--- config.mk ---
export PLATFORM = sky130hd
export DESIGN_NAME = urm_register_map_decode
export DESIGN_NICKNAME = d
export VERILOG_FILES = /design/src/rtl/urm_pkg.sv /design/src/rtl/urm_index_mem.sv /design/src/rtl/urm_register_map_decode.sv
export SDC_FILE = /design/constraint.sdc
export NUM_CORES = 1
export LEC_CHECK = 0
export ABC_CLOCK_PERIOD_IN_PS = 2800
export BUFFER_PORTS_ARGS = -buffer_cell sky130_fd_sc_hd__buf_4
export CAP_MARGIN = 10
export CORE_UTILIZATION = 35
export CTS_CLUSTER_SIZE = 40
export DETAILED_ROUTE_END_ITERATION = 6
export GPL_TIMING_DRIVEN = 0
export PLACE_DENSITY_LB_ADDON = 0.15
export SLEW_MARGIN = 20
export SYNTH_ARGS = -nofsm -noshare
export SYNTH_HDL_FRONTEND = slang
export SYNTH_SLANG_ARGS = --single-unit
--- constraint.sdc ---
create_clock -name mclk_i -period 2.8 [get_ports mclk_i]
set_input_delay 0.42 -clock mclk_i [delete_from_list [all_inputs] [get_ports mclk_i]]
set_output_delay 0.42 -clock mclk_i [all_outputs]
set_load 0.02 [all_outputs]
--- src/rtl/urm_pkg.sv ---
// Purpose: constants and types of the uart register map decode
// Assumes: one 8-byte window per channel, 3-bit offset
// Notes:   bit positions are plain ints, values are sized

package urm_pkg;

  // -------------------------------------------------------------------
  // window offsets
  // -------------------------------------------------------------------
  localparam int         WIN_BYTES  = 8;
  localparam int         WIN_AW     = 3;
  localparam logic [2:0] OFS_HOLD   = 3'h0;
  localparam logic [2:0] OFS_IEN    = 3'h1;
  localparam logic [2:0] OFS_FIFO   = 3'h2;
  localparam logic [2:0] OFS_LCTL   = 3'h3;
  localparam logic [2:0] OFS_MCTL   = 3'h4;
  localparam logic [2:0] OFS_LSTAT  = 3'h5;
  localparam logic [2:0] OFS_MSTAT  = 3'h6;
  localparam logic [2:0] OFS_SCR    = 3'h7;

  // -------------------------------------------------------------------
  // field positions and key values
  // -------------------------------------------------------------------
  localparam int         LC_DLAB    = 7;
  localparam int         AC_EXT     = 7;
  localparam int         AC_ICRRD   = 6;
  localparam int         LS_NINTH   = 2;
  localparam int         SC_NINTH   = 0;
  localparam logic [7:0] ENH_KEY    = 8'hbf;
  localparam logic [7:0] IDX_ACR    = 8'h00;
  localparam int         IDX_AW     = 4;
  localparam int         IDX_DEPTH  = 16;

  // -------------------------------------------------------------------
  // reset values
  // -------------------------------------------------------------------
  localparam logic [7:0]  RST_LCTL  = 8'h00;
  localparam logic [15:0] RST_DIV   = 16'h0000;
  localparam logic [7:0]  RST_IEN   = 8'h00;
  localparam logic [7:0]  RST_MCTL  = 8'h00;
  localparam logic [7:0]  RST_SCR   = 8'h00;
  localparam logic [7:0]  RST_ACR   = 8'h00;
  localparam logic [7:0]  RST_FCR   = 8'h00;
  localparam logic [7:0]  RST_BYTE  = 8'h00;

  // -------------------------------------------------------------------
  // decoded target of one access
  // -------------------------------------------------------------------
  typedef enum logic [13:0] {
    T_NONE  = 14'h0001,
    T_HOLD  = 14'h0002,
    T_DIVLO = 14'h0004,
    T_DIVHI = 14'h0008,
    T_IEN   = 14'h0010,
    T_FIFO  = 14'h0020,
    T_LCTL  = 14'h0040,
    T_MCTL  = 14'h0080,
    T_LSTAT = 14'h0100,
    T_MSTAT = 14'h0200,
    T_SCR   = 14'h0400,
    T_ICR   = 14'h0800,
    T_ENH   = 14'h1000,
    T_EXT   = 14'h2000
  } urm_tgt_type;

endpackage

--- src/rtl/urm_index_mem.sv ---
// Purpose: storage of the indexed control registers above index 0
// Assumes: one write or read per cycle, address already range checked
// Notes:   read data come out of a register one cycle after rd_en_i

`timescale 1ns/100ps

module urm_index_mem
  import urm_pkg::*;
(
  input  wire logic              mclk_i,
  input  wire logic              rst_n_i,
  input  wire logic              wr_en_i,
  input  wire logic [IDX_AW-1:0] waddr_i,
  input  wire logic [7:0]        wdata_i,
  input  wire logic              rd_en_i,
  input  wire logic [IDX_AW-1:0] raddr_i,
  output logic      [7:0]        rdata_o
);
  import urm_pkg::*;

  logic [7:0] mem [IDX_DEPTH];
  logic [7:0] next_rdata;

  // -------------------------------------------------------------------
  // words
  // -------------------------------------------------------------------
  for (genvar g = 0; g < IDX_DEPTH; g++)
  begin : g_word
    always_ff @(posedge mclk_i or negedge rst_n_i)
    begin
      if (!rst_n_i)
        mem[g] <= RST_BYTE;
      else if (wr_en_i && (waddr_i == IDX_AW'(g)))
        mem[g] <= wdata_i;
    end
  end

  // -------------------------------------------------------------------
  // registered read
  // -------------------------------------------------------------------
  always_comb
  begin
    next_rdata = rdata_o;
    if (rd_en_i)
      next_rdata = mem[raddr_i];
  end

  always_ff @(posedge mclk_i or negedge rst_n_i)
  begin
    if (!rst_n_i)
      rdata_o <= RST_BYTE;
    else
      rdata_o <= next_rdata;
  end

endmodule // urm_index_mem

--- src/rtl/urm_register_map_decode.sv ---
// Purpose: register window decode and standard registers of one uart
// Assumes: host strobes are synchronous to mclk_i, one cycle each
// Notes:   read data appear two cycles after rd_i with rdata_valid_o
// Overview of operation
// - The channel is one 8-byte window selected by a 3-bit offset.
// - With the divisor-latch bit set, offsets 0 and 1 reach the divisor.
// - One line control value gives the format of both directions.
// - Writing the key value to line control opens the enhanced set.
// - The key write sets only the divisor-latch bit and keeps bits 6..0.
// - With additional control bit 7 set, extended registers are mapped.
// - With additional control bit 6 set, indexed registers are readable.
// - Otherwise offset 0 writes transmit data and reads received data.
// - Offset 7 is a scratch byte that also holds the indexed address.
// - Registers other than the divisor and line control decode only when the last line write was no key.
// - The indexed window reaches the register the index names.

`timescale 1ns/100ps

module urm_register_map_decode
  import urm_pkg::*;
(
  input  wire logic              mclk_i,
  input  wire logic              rst_n_i,
  input  wire logic [WIN_AW-1:0] addr_i,
  input  wire logic [7:0]        wdata_i,
  input  wire logic              wr_i,
  input  wire logic              rd_i,
  output logic      [7:0]        rdata_o,
  output logic                   rdata_valid_o,
  output logic      [7:0]        tx_data_o,
  output logic                   tx_load_o,
  output logic                   tx_ninth_o,
  input  wire logic [7:0]        rx_data_i,
  input  wire logic              rx_ninth_i,
  output logic                   rx_pop_o,
  output logic      [7:0]        fifo_control_o,
  output logic                   fifo_control_load_o,
  input  wire logic [7:0]        interrupt_status_i,
  input  wire logic [7:0]        line_status_i,
  input  wire logic [7:0]        modem_status_i,
  input  wire logic              nine_bit_mode_i,
  output logic      [7:0]        line_control_o,
  output logic      [15:0]       baud_divisor_o,
  output logic      [7:0]        interrupt_enable_o,
  output logic      [7:0]        modem_control_o,
  output logic      [7:0]        additional_control_o,
  output logic      [7:0]        index_o,
  output logic                   enh_sel_o,
  output logic                   enh_wr_o,
  output logic                   enh_rd_o,
  input  wire logic [7:0]        enh_rdata_i,
  output logic                   ext_wr_o,
  output logic                   ext_rd_o,
  input  wire logic [7:0]        ext_rdata_i
);
  import urm_pkg::*;

  // -------------------------------------------------------------------
  // decode
  // -------------------------------------------------------------------
  function automatic urm_tgt_type urm_decode(
    input logic [WIN_AW-1:0] ofs,
    input logic              is_wr,
    input logic              dlab,
    input logic              key,
    input logic              acr_ext,
    input logic              acr_icr
  );
    urm_tgt_type t;
    t = T_NONE;
    if (key)
    begin
      case (ofs)
        OFS_HOLD: t = T_DIVLO;
        OFS_IEN:  t = T_DIVHI;
        OFS_LCTL: t = T_LCTL;
        default:  t = T_ENH;
      endcase
    end
    else
    begin
      case (ofs)
        OFS_HOLD:  t = dlab ? T_DIVLO : T_HOLD;
        OFS_IEN:   t = dlab ? T_DIVHI : (acr_ext ? T_EXT : T_IEN);
        OFS_FIFO:  t = T_FIFO;
        OFS_LCTL:  t = (!is_wr && acr_ext) ? T_EXT : T_LCTL;
        OFS_MCTL:  t = (!is_wr && acr_ext) ? T_EXT : T_MCTL;
        OFS_LSTAT: t = (is_wr || acr_icr) ? T_ICR : T_LSTAT;
        OFS_MSTAT: t = is_wr ? T_NONE : T_MSTAT;
        OFS_SCR:   t = T_SCR;
        default:   t = T_NONE;
      endcase
    end
    return t;
  endfunction

  logic [7:0]  lctl;
  logic        key;
  logic [15:0] div;
  logic [7:0]  ien;
  logic [7:0]  mctl;
  logic [7:0]  scr;
  logic [7:0]  additional_control;
  logic [7:0]  transmit_holding;
  logic        thr_ld;
  logic [7:0]  fifo_control;
  logic        fcr_ld;
  logic [7:0]  next_lctl;
  logic        next_key;
  logic [15:0] next_div;
  logic [7:0]  next_ien;
  logic [7:0]  next_mctl;
  logic [7:0]  next_scr;
  logic [7:0]  next_acr;
  logic [7:0]  next_thr;
  logic        next_thr_ld;
  logic [7:0]  next_fcr;
  logic        next_fcr_ld;
  urm_tgt_type wr_tgt;
  urm_tgt_type rd_tgt;
  logic        idx_in_mem;
  logic        mem_wr;
  logic        mem_rd;
  logic [7:0]  mem_rdata;
  logic [7:0]  ls_view;
  logic [7:0]  rd_mux;
  logic        rd_q;
  logic        icr_q;
  logic [7:0]  hold;
  logic        next_rd_q;
  logic        next_icr_q;
  logic [7:0]  next_hold;
  logic [7:0]  next_rdata;

  assign wr_tgt = urm_decode(addr_i, 1'b1, lctl[LC_DLAB], key,
                             additional_control[AC_EXT], additional_control[AC_ICRRD]);
  assign rd_tgt = urm_decode(addr_i, 1'b0, lctl[LC_DLAB], key,
                             additional_control[AC_EXT], additional_control[AC_ICRRD]);

  // index 0 is the additional control register, indices 1 to 15 live in memory
  assign idx_in_mem = (scr != IDX_ACR) && (scr[7:IDX_AW] == 4'h0);
  assign mem_wr     = wr_i && (wr_tgt == T_ICR) && idx_in_mem;
  assign mem_rd     = rd_i && (rd_tgt == T_ICR) && idx_in_mem;

  // -------------------------------------------------------------------
  // writable registers
  // -------------------------------------------------------------------
  always_comb
  begin
    next_lctl   = lctl;
    next_key    = key;
    next_div    = div;
    next_ien    = ien;
    next_mctl   = mctl;
    next_scr    = scr;
    next_acr    = additional_control;
    next_thr    = transmit_holding;
    next_thr_ld = 1'b0;
    next_fcr    = fifo_control;
    next_fcr_ld = 1'b0;
    if (wr_i)
    begin
      case (wr_tgt)
        T_HOLD:
        begin
          next_thr    = wdata_i;
          next_thr_ld = 1'b1;
        end
        T_DIVLO: next_div[7:0]  = wdata_i;
        T_DIVHI: next_div[15:8] = wdata_i;
        T_IEN:   next_ien       = wdata_i;
        T_FIFO:
        begin
          next_fcr    = wdata_i;
          next_fcr_ld = 1'b1;
        end
        T_LCTL:
        begin
          if (wdata_i == ENH_KEY)
          begin
            next_lctl = {1'b1, lctl[6:0]};
            next_key  = 1'b1;
          end
          else
          begin
            next_lctl = wdata_i;
            next_key  = 1'b0;
          end
        end
        T_MCTL: next_mctl = wdata_i;
        T_SCR:  next_scr  = wdata_i;
        T_ICR:
        begin
          if (scr == IDX_ACR)
            next_acr = wdata_i;
        end
        default: next_scr = scr;
      endcase
    end
  end

  always_ff @(posedge mclk_i or negedge rst_n_i)
  begin
    if (!rst_n_i)
    begin
      lctl   <= RST_LCTL;
      key    <= 1'b0;
      div    <= RST_DIV;
      ien    <= RST_IEN;
      mctl   <= RST_MCTL;
      scr    <= RST_SCR;
      additional_control    <= RST_ACR;
      transmit_holding    <= RST_BYTE;
      thr_ld <= 1'b0;
      fifo_control    <= RST_FCR;
      fcr_ld <= 1'b0;
    end
    else
    begin
      lctl   <= next_lctl;
      key    <= next_key;
      div    <= next_div;
      ien    <= next_ien;
      mctl   <= next_mctl;
      scr    <= next_scr;
      additional_control    <= next_acr;
      transmit_holding    <= next_thr;
      thr_ld <= next_thr_ld;
      fifo_control    <= next_fcr;
      fcr_ld <= next_fcr_ld;
    end
  end

  // -------------------------------------------------------------------
  // read path
  // -------------------------------------------------------------------
  always_comb
  begin
    ls_view = line_status_i;
    if (nine_bit_mode_i)
      ls_view[LS_NINTH] = rx_ninth_i;
    case (rd_tgt)
      T_HOLD:  rd_mux = rx_data_i;
      T_DIVLO: rd_mux = div[7:0];
      T_DIVHI: rd_mux = div[15:8];
      T_IEN:   rd_mux = ien;
      T_FIFO:  rd_mux = interrupt_status_i;
      T_LCTL:  rd_mux = lctl;
      T_MCTL:  rd_mux = mctl;
      T_LSTAT: rd_mux = ls_view;
      T_MSTAT: rd_mux = modem_status_i;
      T_SCR:   rd_mux = scr;
      T_ICR:   rd_mux = (scr == IDX_ACR) ? additional_control : RST_BYTE;
      T_ENH:   rd_mux = enh_rdata_i;
      T_EXT:   rd_mux = ext_rdata_i;
      default: rd_mux = RST_BYTE;
    endcase
    next_rd_q  = rd_i;
    next_icr_q = mem_rd;
    next_hold  = rd_i ? rd_mux : hold;
    next_rdata = rd_q ? (icr_q ? mem_rdata : hold) : rdata_o;
  end

  always_ff @(posedge mclk_i or negedge rst_n_i)
  begin
    if (!rst_n_i)
    begin
      rd_q          <= 1'b0;
      icr_q         <= 1'b0;
      hold          <= RST_BYTE;
      rdata_o       <= RST_BYTE;
      rdata_valid_o <= 1'b0;
    end
    else
    begin
      rd_q          <= next_rd_q;
      icr_q         <= next_icr_q;
      hold          <= next_hold;
      rdata_o       <= next_rdata;
      rdata_valid_o <= rd_q;
    end
  end

  urm_index_mem u_index_mem (
    .mclk_i  (mclk_i),
    .rst_n_i (rst_n_i),
    .wr_en_i (mem_wr),
    .waddr_i (scr[IDX_AW-1:0]),
    .wdata_i (wdata_i),
    .rd_en_i (mem_rd),
    .raddr_i (scr[IDX_AW-1:0]),
    .rdata_o (mem_rdata)
  );

  // -------------------------------------------------------------------
  // outputs
  // -------------------------------------------------------------------
  assign tx_data_o            = transmit_holding;
  assign tx_load_o            = thr_ld;
  assign tx_ninth_o           = scr[SC_NINTH];
  assign rx_pop_o             = rd_i && (rd_tgt == T_HOLD);
  assign fifo_control_o       = fifo_control;
  assign fifo_control_load_o  = fcr_ld;
  assign line_control_o       = lctl;
  assign baud_divisor_o       = div;
  assign interrupt_enable_o   = ien;
  assign modem_control_o      = mctl;
  assign additional_control_o = additional_control;
  assign index_o              = scr;
  assign enh_sel_o            = key;
  assign enh_wr_o             = wr_i && (wr_tgt == T_ENH);
  assign enh_rd_o             = rd_i && (rd_tgt == T_ENH);
  assign ext_wr_o             = wr_i && (wr_tgt == T_EXT);
  assign ext_rd_o             = rd_i && (rd_tgt == T_EXT);
endmodule // urm_register_map_decode

Word level (Yosys, flattened, before mapping)
Cells that the tools add are included. W data, S select, Z words.

Word-level logic and storage cells: 150. Output and inout port bits: 90. Memory bits (writable): 0. Bits in latches: 0. Bits in read-only memories: 0. Bits of input ports: 65. Memories: 0. Register bits: 230.

Reductions and logical operators: 41. Shift-type cells: 0. Magnitude comparators: 1. Multipliers: 0. Divide/modulo/power cells: 0. Eq/ne operators: 47. Bitwise gates (word level): 2. $add $sub $neg: 0. Multiplexer cells: 24.

Operators with widths (number): $pmux W14 S8 (2); $pmux W8 S13 (1); $mux W14 (6); $mux W8 (5); $pmux W13 S3 (1); $bmux W8 S4 (1); $eq A4 B4 Y1 const B (8); $eq A14 B11 Y1 const B (2); $eq A14 B12 Y1 const B (2); $eq A14 B13 Y1 const B (2); $eq A14 B14 Y1 const B (2); $eq A14 B2 Y1 const B (2); $eq A14 B3 Y1 const B (2); $eq A14 B4 Y1 const B (2); $eq A14 B5 Y1 const B (2); $eq A14 B6 Y1 const B (2); $eq A14 B7 Y1 const B (2); $eq A14 B8 Y1 const B (2); $logic_and A1 B1 Y1 (26); $eq A4 B3 Y1 const B (4); $reduce_and A2 Y1 (8); $eq A14 B10 Y1 const B (1); $eq A14 B9 Y1 const B (1); $eq A3 B3 Y1 const B (4); other kinds (16) (25).

Longest topological paths before layout
Gate-level depths: netlist of the first run.

Depth after elaboration: 8. Gate-level depth with buffers: 8. Gate-level depth less buffers: 6.

Hierarchy
Synthesis of the first run repeated with hierarchy kept, for this count alone.

Cells, all modules: 771. Area, all modules: 10749.1 um^2.

Modules (own cells, without submodules): urm_index_mem (instances 1, cells an instance 383, area an instance 6127.1 um^2, sequential area each 3403.3 um^2); urm_register_map_decode (instances 1, cells an instance 388, area an instance 4621.9 um^2, sequential area each 2352.3 um^2).

Worst setup path after synthesis of the first run
OpenSTA, ideal clock, no wires.

Path kind: flip-flop to flip-flop. Start point: register scr[5] (netlist: index_o[5]). End point: register u_index_mem.mem[100] (netlist name). Slack: 626 ps. Path buffers: 0. Required time: 2675 ps. Cell stages (with the launch flop): 6. Library setup time: 125 ps. Period minus slack after synthesis: 2174 ps. Arrival: 2049 ps. Cells stage by stage: dfrtp_1 -> or4_4 -> nor2_8 -> nand4_4 -> nor3_4 -> mux2_2.

Word-level cells in the longest chain between the ends: 4. Elaborated cells on any way between the ends: 5. Classes of those cells: reduce/logical (5).

RTL lines: start, declared (line urm_register_map_decode.sv:102) `logic [7:0] scr;`; start signal, assigned (line urm_register_map_decode.sv:225) `scr <= next_scr;`; $reduce_bool A8 Y1 / $logic_not A4 Y1 (equally long branches) (line urm_register_map_decode.sv:141) `assign idx_in_mem = (scr != IDX_ACR) && (scr[7:IDX_AW] == 4'h0);`; $logic_and A1 B1 Y1 * (line urm_register_map_decode.sv:141); $logic_and A1 B1 Y1 * (line urm_register_map_decode.sv:142) `assign mem_wr = wr_i && (wr_tgt == T_ICR) && idx_in_mem;`; $logic_and A1 B1 Y1 * (line urm_index_mem.sv:33) `else if (wr_en_i && (waddr_i == IDX_AW'(g)))`; end signal, assigned by index (line urm_index_mem.sv:34) `mem[g] <= wdata_i;`; end, declared (line urm_index_mem.sv:21) `logic [7:0] mem [IDX_DEPTH];`.

Mark *: on every way between the ends. The rest lies on a longest branch, timed or not. A chain may end at the register's enable or synchronous reset.

Final worst setup path of the first run
Start point: register scr[1] (netlist: index_o[1]). End point: register u_index_mem.rdata_o[5].

Word-level cells in the longest chain between the ends: 4. Elaborated cells on any way between the ends: 7. Classes of those cells: mux (3); bitwise (1); reduce/logical (3).

RTL lines: $not A4 Y5 (implied by the code) (line urm_index_mem.sv:45) `next_rdata = mem[raddr_i];`; $bmux W8 S4 (line urm_index_mem.sv:45); $mux W8 (implied by the code) (2 in a row) (line urm_index_mem.sv:45); end signal, assigned (line urm_index_mem.sv:53) `rdata_o <= next_rdata;`; end, declared (line urm_index_mem.sv:17) `output logic [7:0] rdata_o`.

Several ways; a longest one is shown, not always the timed one. The select of a mux whose other input is x is not followed.

==> impl_metrics.json, run 1 <==
{
  "die-height_um": 176,
  "viasPerCell": 5.37,
  "ant_nets": 0,
  "cts_tree": "yes",
  "grt_pass1_vias": 7512,
  "hold_class": "input pin to register",
  "cts.sinks": 230,
  "clockRootBuffer": "clkbuf_16",
  "wire_per_inst_um": 23.4,
  "netlist_instances": 757,
  "p_switching_mw": 2.82,
  "synthesis.nets": 822,
  "synth_warnings": 0,
  "io_pins": 155,
  "required_ns": 3.18,
  "die_w_um": 176,
  "max_slew_margin_pct": 26.8,
  "numCtsBuffers": 26,
  "dr.pass1.iters": 5,
  "coreArea_mm2": 0.0297,
  "synth_top_area_share_pct": 54.4,
  "cp-start-kind": "register",
  "multi_input_area_mm2": 0.00458,
  "place_ws_ns": 0.00803,
  "antenna_cells": 0,
  "synth_area_per_cell_um2": 14.0,
  "syn_to_final_growth_pct": 24.6,
  "grt_pass1_wl_um": 48400,
  "fin_worst_skew_ns": 0.0105,
  "fill_cells": 2763,
  "gp_congestion": 0.876,
  "endpoint_kind": "register",
  "htreeDepth": 1,
  "status": "finished clean",
  "timing.fmax_mhz": 368,
  "final.period_utilization_pct": 97.0,
  "power.internal_mw": 6.72,
  "drtIter0Drc": 573,
  "drive_gt1_share_pct": 47.2,
  "power_switching_share_pct": 29.5,
  "post_cts_buffers": 0,
  "synth_area_leader_cell": "dfrtp_1",
  "port-buffer-count": 154,
  "combPwrFrac_pct": 21.7,
  "ir_drop_uv": 508,
  "antenna_found_initial": 0,
  "cap_violations": 0,
  "final_core_util_pct": 44.4,
  "synth_area_leaders": "dfrtp_1, mux2_2, mux4_2",
  "synth-edff-count": 0,
  "period_needed_ns": 2.71,
  "cts_max_path_buffers": 3,
  "yosysMostFrequentCell": "dfrtp_1",
  "regArea_mm2": 0.00576,
  "clk_transition_reported_paths_ns": 0.06,
  "post-route-cell-area_mm2": 0.0132,
  "vias": 7243,
  "rows": 63,
  "crit_fanout": 10,
  "drt-total-wl_um": 31500,
  "ff2ff_setup_slack_ns": 0.09,
  "rsz0062_at_grt": "no",
  "track_usage_pct": 21.0,
  "nets": 1006,
  "drc_errors": 0,
  "cellLeakagePower_nw": 6.12,
  "finalSetupViolCount": 0,
  "netlist_area_mm2": 0.0106,
  "crit_type": "register to register",
  "instances_no_fill": 1349,
  "placed_cells": 1303,
  "ys_top_cells_by_count": "dfrtp_1, mux2_2, clkbuf_1",
  "ys_ff_latch": 230,
  "setup_slack_ns": 0.0852,
  "powerDensity_mw_per_mm2": 723,
  "postPlaceCellArea_mm2": 0.0123,
  "synth_seq_area_share_pct": 54.4,
  "max_slew.worst_pin.slew_ns": 1.08,
  "async_reset_ff_share_pct": 100,
  "die_area_mm2": 0.0309,
  "grt_overflow_total": 0,
  "ys.flop_type": "dfrtp_1",
  "clkLatencyLatePin_ns": 0.52,
  "cp_data_arrival_time_ns": 3.10,
  "grt_max_degree": 82,
  "synth_cell_type_count": 60,
  "finalHoldViolations": 0,
  "clockPowerShare_pct": 36.2,
  "power.share.sequential_pct": 42.1,
  "dp_hpwl_um": 22500,
  "slew_viol_final": 0,
  "start_util_pct": 35.6
}
-- stage by stage --
| step | power (mW) | setup TNS, ns | hold slack [ns] |
|---|---|---|---|
| 5_1_grt | 9.93 | 0 | 0.0211 |
| 4_1_cts | 9.66 | 0 | 0.0237 |
| 6_report | 9.54 | 0 | 0.0428 |
| 3_3_place_gp | 6.13 | -134.50 | 0.357 |
| 3_5_place_dp | 6.15 | 0 | 0.361 |
| 2_1_floorplan | 5.11 | 0 | 0.124 |
-- cells by family after synthesis --
kind of cell / Yosys count / share of synthesized area (%)
buffers and inverters: 63 / 2.39
flip-flops: 230 / 54.4
AO/OA/AOI/OAI: 80 / 5.74
AND/OR/NAND/NOR: 135 / 7.90
multiplexers: 249 / 29.6
-- state kept, by name, indices dropped and copies added (netlist names), 8 cells and up --
name / count
u_index_mem.mem: 128
baud_divisor_o: 16
additional_control_o: 8
fifo_control_o: 8
hold: 8
index_o: 8
interrupt_enable_o: 8
line_control_o: 8
modem_control_o: 8
rdata_o: 8
tx_data_o: 8
u_index_mem.rdata_o: 8
-- power by group through the flow --
stage	Clock (mW)	Sequential (mW)	Combinational, mW
detailed placement	0	4.06	2.09
global placement	0	4.06	2.07
CTS	3.55	4.01	2.10
floorplan	0	4.29	0.824
finish	3.45	4.02	2.07
global route	3.68	4.06	2.19
-- worst paths after layout --
kind / end / from / cells after the start
min in group asynchronous: modem_control_o[2]$_DFFE_PN0P_ / rst_n_i / 2
max in group asynchronous: tx_data_o[3]$_DFFE_PN0P_ / rst_n_i / 3
max: u_index_mem.rdata_o[5]$_DFFE_PN0P_ / index_o[1]$_DFFE_PN0P_ / 5
min: rd_q$_DFF_PN0_ / rd_i / 1
max reg2reg: u_index_mem.rdata_o[5]$_DFFE_PN0P_ / index_o[1]$_DFFE_PN0P_ / 5
min reg2reg: rdata_valid_o$_DFF_PN0_ / rd_q$_DFF_PN0_ / 0
-- worst max-delay path, cell delays in order (launching register included) --
cell and delay [ns]:
dfrtp_1 0.40, clkbuf_1 0.57, clkbuf_1 0.62, mux4_2 0.40, mux2i_1 0.40, o221ai_1 0.17
-- cell type report --
cell class                      instances  share of cell area (%)
Sequential cell                       230                    43.7
Multi-Input combinational cell        464                    34.8
Timing Repair Buffer                  157                    9.32
Clock buffer                           38                    5.97
Tap cell                              390                    3.70
Buffer                                 56                    1.73
Clock inverter                          8                   0.702
Inverter                                6                   0.171
-- cells in the final DEF, fill, tap and decap left out, types with 5 or more instances in the layout --
master	count
mux4_2	32
mux2i_1	28
a41oi_1	6
clkinv_2	5
nor2_1	25
nand2_1	39
nand2b_1	9
nand3_1	6
clkbuf_16	27
nor2b_1	6
a21oi_1	14
a22o_1	7
inv_1	6
and3_1	5
buf_4	154
dfrtp_1	230
o221ai_1	8
nor2_2	10
mux2_2	185
buf_2	10
clkbuf_1	46
clkbuf_8	7
a22oi_1	17
-- metal layers --
layer  track usage [%]  part of all wire, %  up-vias
li1                  -                    -     3190
met1              29.6                   46     3828
met2              33.2                   47      181
met3              4.05                  4.8       44
met4              4.75                  2.0        0
met5                 0                    0        -
-- what timing repair did --
| item | in CTS | in global routing |
|---|---|---|
| hold buffers | 1 | 0 |
| setup endpoints to repair | 3 | 2 |
| hold endpoints to repair | 79 | 0 |
| resized for setup | 3 | 1 |
| pin swaps | 0 | 0 |
(Power assumes the default switching activity.)
==> inputs of run 2 (changes only) <==
--- a/config.mk
+++ b/config.mk
@@ -5,8 +5,9 @@
 export SDC_FILE = /design/constraint.sdc
 export NUM_CORES = 1
 export LEC_CHECK = 0
+export ABC_AREA = 1
 export ABC_CLOCK_PERIOD_IN_PS = 2800
-export BUFFER_PORTS_ARGS = -buffer_cell sky130_fd_sc_hd__buf_4
+export BUFFER_PORTS_ARGS = -buffer_cell sky130_fd_sc_hd__clkbuf_2
 export CAP_MARGIN = 10
 export CORE_UTILIZATION = 35
 export CTS_CLUSTER_SIZE = 40
==> run 2 against run 1 <==
Net effect:
- clock skew rose by 0.011 ns
- die area is 0.16% lower
- clock-buffer cell count unchanged
- combinational power is essentially flat
- first-iteration DRC count up 17%
- register-to-register slack improved by 0.21 ns
==> impl_metrics.json, run 2 <==
{
  "final.period_utilization_pct": 94.0,
  "power.internal_mw": 6.34,
  "grt_max_degree": 86,
  "synth_warnings": 0,
  "clkLatencyLatePin_ns": 0.55,
  "powerDensity_mw_per_mm2": 752,
  "hold_class": "input pin to register",
  "power.total_mw": 9.57,
  "instances_no_fill": 1855,
  "async_reset_ff_share_pct": 100,
  "dp_hpwl_um": 25400,
  "grt_pass1_wl_um": 54300,
  "cellLeakagePower_nw": 6.33,
  "cts_tree": "yes",
  "layout_common_cells": "nand2_1, dfrtp_1, o21ai_0, clkbuf_2, nor2_1",
  "crit_fanout": 10,
  "nets": 1516,
  "cp_data_arrival_time_ns": 2.21,
  "ys_ff_latch": 230,
  "io_pins": 155,
  "synth-edff-count": 0,
  "required_ns": 2.38,
  "ys_top_cells_by_count": "nand2_1, dfrtp_1, o21ai_0",
  "period_needed_ns": 2.63,
  "die_w_um": 176,
  "ir_drop_uv": 427,
  "ant_nets": 0,
  "antenna_cells": 0,
  "largest_reg_flops": 128,
  "drive_gt1_share_pct": 17.7,
  "power_switching_share_pct": 33.8,
  "coreArea_mm2": 0.0296,
  "finalSetupViolCount": 0,
  "rsz0062_at_grt": "no",
  "synth_area_leaders": "dfrtp_1, nand2_1, o21ai_0",
  "synth_cell_type_count": 32,
  "synth_top_area_share_pct": 54.5,
  "cp_cell_sequence": "clkbuf_2 > nand2_1 > nor2_4 > nand2_1 > nor2_1 > clkbuf_2",
  "final_core_util_pct": 43.0,
  "numCtsBuffers": 27,
  "synth_area_per_cell_um2": 8.34,
  "clockRootBuffer": "clkbuf_16",
  "cts_max_path_buffers": 3,
  "clockPowerShare_pct": 35.2,
  "timing.fmax_mhz": 380,
  "cap_violations": 0,
  "rows": 63,
  "fin_worst_skew_ns": 0.0216,
  "port-buffer-count": 153,
  "power.share.sequential_pct": 43.0,
  "slowest_delay_ns": 0.38,
  "cts.sinks": 230,
  "grt_overflow_total": 0,
  "final_common_cell": "nand2_1",
  "drc_errors": 0,
  "netlist_area_mm2": 0.0106,
  "cpMaxStageDelayCell": "dfrtp_1",
  "die-height_um": 176,
  "yosysMostFrequentCell": "nand2_1",
  "start_util_pct": 35.6,
  "antenna_found_initial": 0,
  "die_area_mm2": 0.0309,
  "synthesis.nets": 1331,
  "viasPerCell": 5.05,
  "netlist_instances": 1266,
  "fin_hold_ws_ns": 0.0821,
  "syn_to_final_growth_pct": 20.6,
  "synth_seq_area_share_pct": 54.5,
  "crit_type": "register to primary output",
  "status": "finished clean",
  "placed_cells": 1811,
  "p_switching_mw": 3.23,
  "htreeDepth": 1,
  "max_slew_margin_pct": 35.1,
  "clk_transition_reported_paths_ns": 0.06,
  "regMostFlops": "u_index_mem.mem",
  "vias": 9360,
  "endpoint_kind": "primary output",
  "cp-start-kind": "register",
  "max_slew.worst_pin.slew_ns": 0.974,
  "track_usage_pct": 22.9,
  "post_cts_buffers": 0,
  "dr.pass1.iters": 5,
  "grt_pass1_vias": 9229,
  "synth_area_leader_cell": "dfrtp_1",
  "wire_per_inst_um": 18.8,
  "gp_congestion": 0.911,
  "drt-total-wl_um": 34900,
  "ys.flop_type": "dfrtp_1",
  "drtIter0Drc": 672,
  "slew_viol_final": 0,
  "combPwrFrac_pct": 21.8,
  "finalHoldViolations": 0
}
run 2: changes by cell type after synthesis, moves of 31 or more:
cell,previous run,this run
a22oi_1,17,48
inv_1,6,77
mux2_2,185,0
mux4_2,32,0
nand2_1,39,377
nand3_1,6,74
nor2_1,26,87
o21ai_0,1,193
run 2: timing repair:
item / in CTS / in global routing
gates resized for setup: 1 / 2
hold endpoints to repair: 75 / 0
hold buffers: 1 / 0
pin swaps: 0 / 0
endpoints found under the setup margin: 1 / 3
run 2: worst max-delay path, delay by kind of cell, from the launching register on:
kind / cells / cell delay, ns
buffers and inverters: 2 / 0.43
flip-flops: 1 / 0.38
AND/OR/NAND/NOR: 4 / 0.87
run 2: metal layers:
layer,up-vias,track usage (%),share of wire (%)
li1,4528,-,-
met3,61,3.05,5.9
met5,-,0,0
met4,0,7.97,3.3
met1,4475,30.4,44
met2,296,38.2,47
run 2: metrics by stage:
stage                     worst slack, ns  area [um2]  TNS (ns)
after floorplan                     0.805       10600         0
after global placement              -3.58       11800   -818.53
after detailed placement            0.320       11900         0
after CTS                          0.0376       12700         0
after global routing               0.0640       12700         0
final                               0.168       12700         0
run 2: kinds of logic (layout without fill, tap and decap cells):
logic type,after synthesis,after routing,share of synthesized area (%)
simple gates,591,591,24.2
buf+inv,157,356,6.11
compound gates,288,288,15.2
flops,230,230,54.5
run 2: power by group through the flow:
stage	clock (mW)	sequential, mW	combinational (mW)
global placement	0	4.17	2.07
finish	3.37	4.11	2.09
detailed placement	0	4.17	2.10
global route	3.59	4.16	2.30
floorplan	0	4.40	0.882
CTS	3.43	4.11	2.10
run 2: cell type report:
class,instances,area (um2)
fill,3084,16900
sequential,230,5760
multi-input combinational,879,4170
timing repair buffer,156,840
clock buffer,38,777
tap,390,488
buffer,76,337
inverter,81,309
clock inverter,5,58.8
run 2: path summary, 6_finish.rpt:
check                                                    startpoint  slack, ns                                 end  cells past startpoint
worst min register to register                       rd_q$_DFF_PN0_       0.40             rdata_valid_o$_DFF_PN0_                      0
max in group asynchronous                                   rst_n_i       1.14     u_index_mem.mem[67]$_DFFE_PN0P_                      4
worst min-delay path                                           rd_i       0.08                      rd_q$_DFF_PN0_                      1
worst max-delay path            additional_control_o[7]$_DFFE_PN0P_       0.17                            ext_rd_o                      6
worst max register to register               index_o[0]$_DFFE_PN0P_       0.30  u_index_mem.rdata_o[5]$_DFFE_PN0P_                      9
min in group asynchronous                                   rst_n_i       0.44      baud_divisor_o[11]$_DFFE_PN0P_                      2
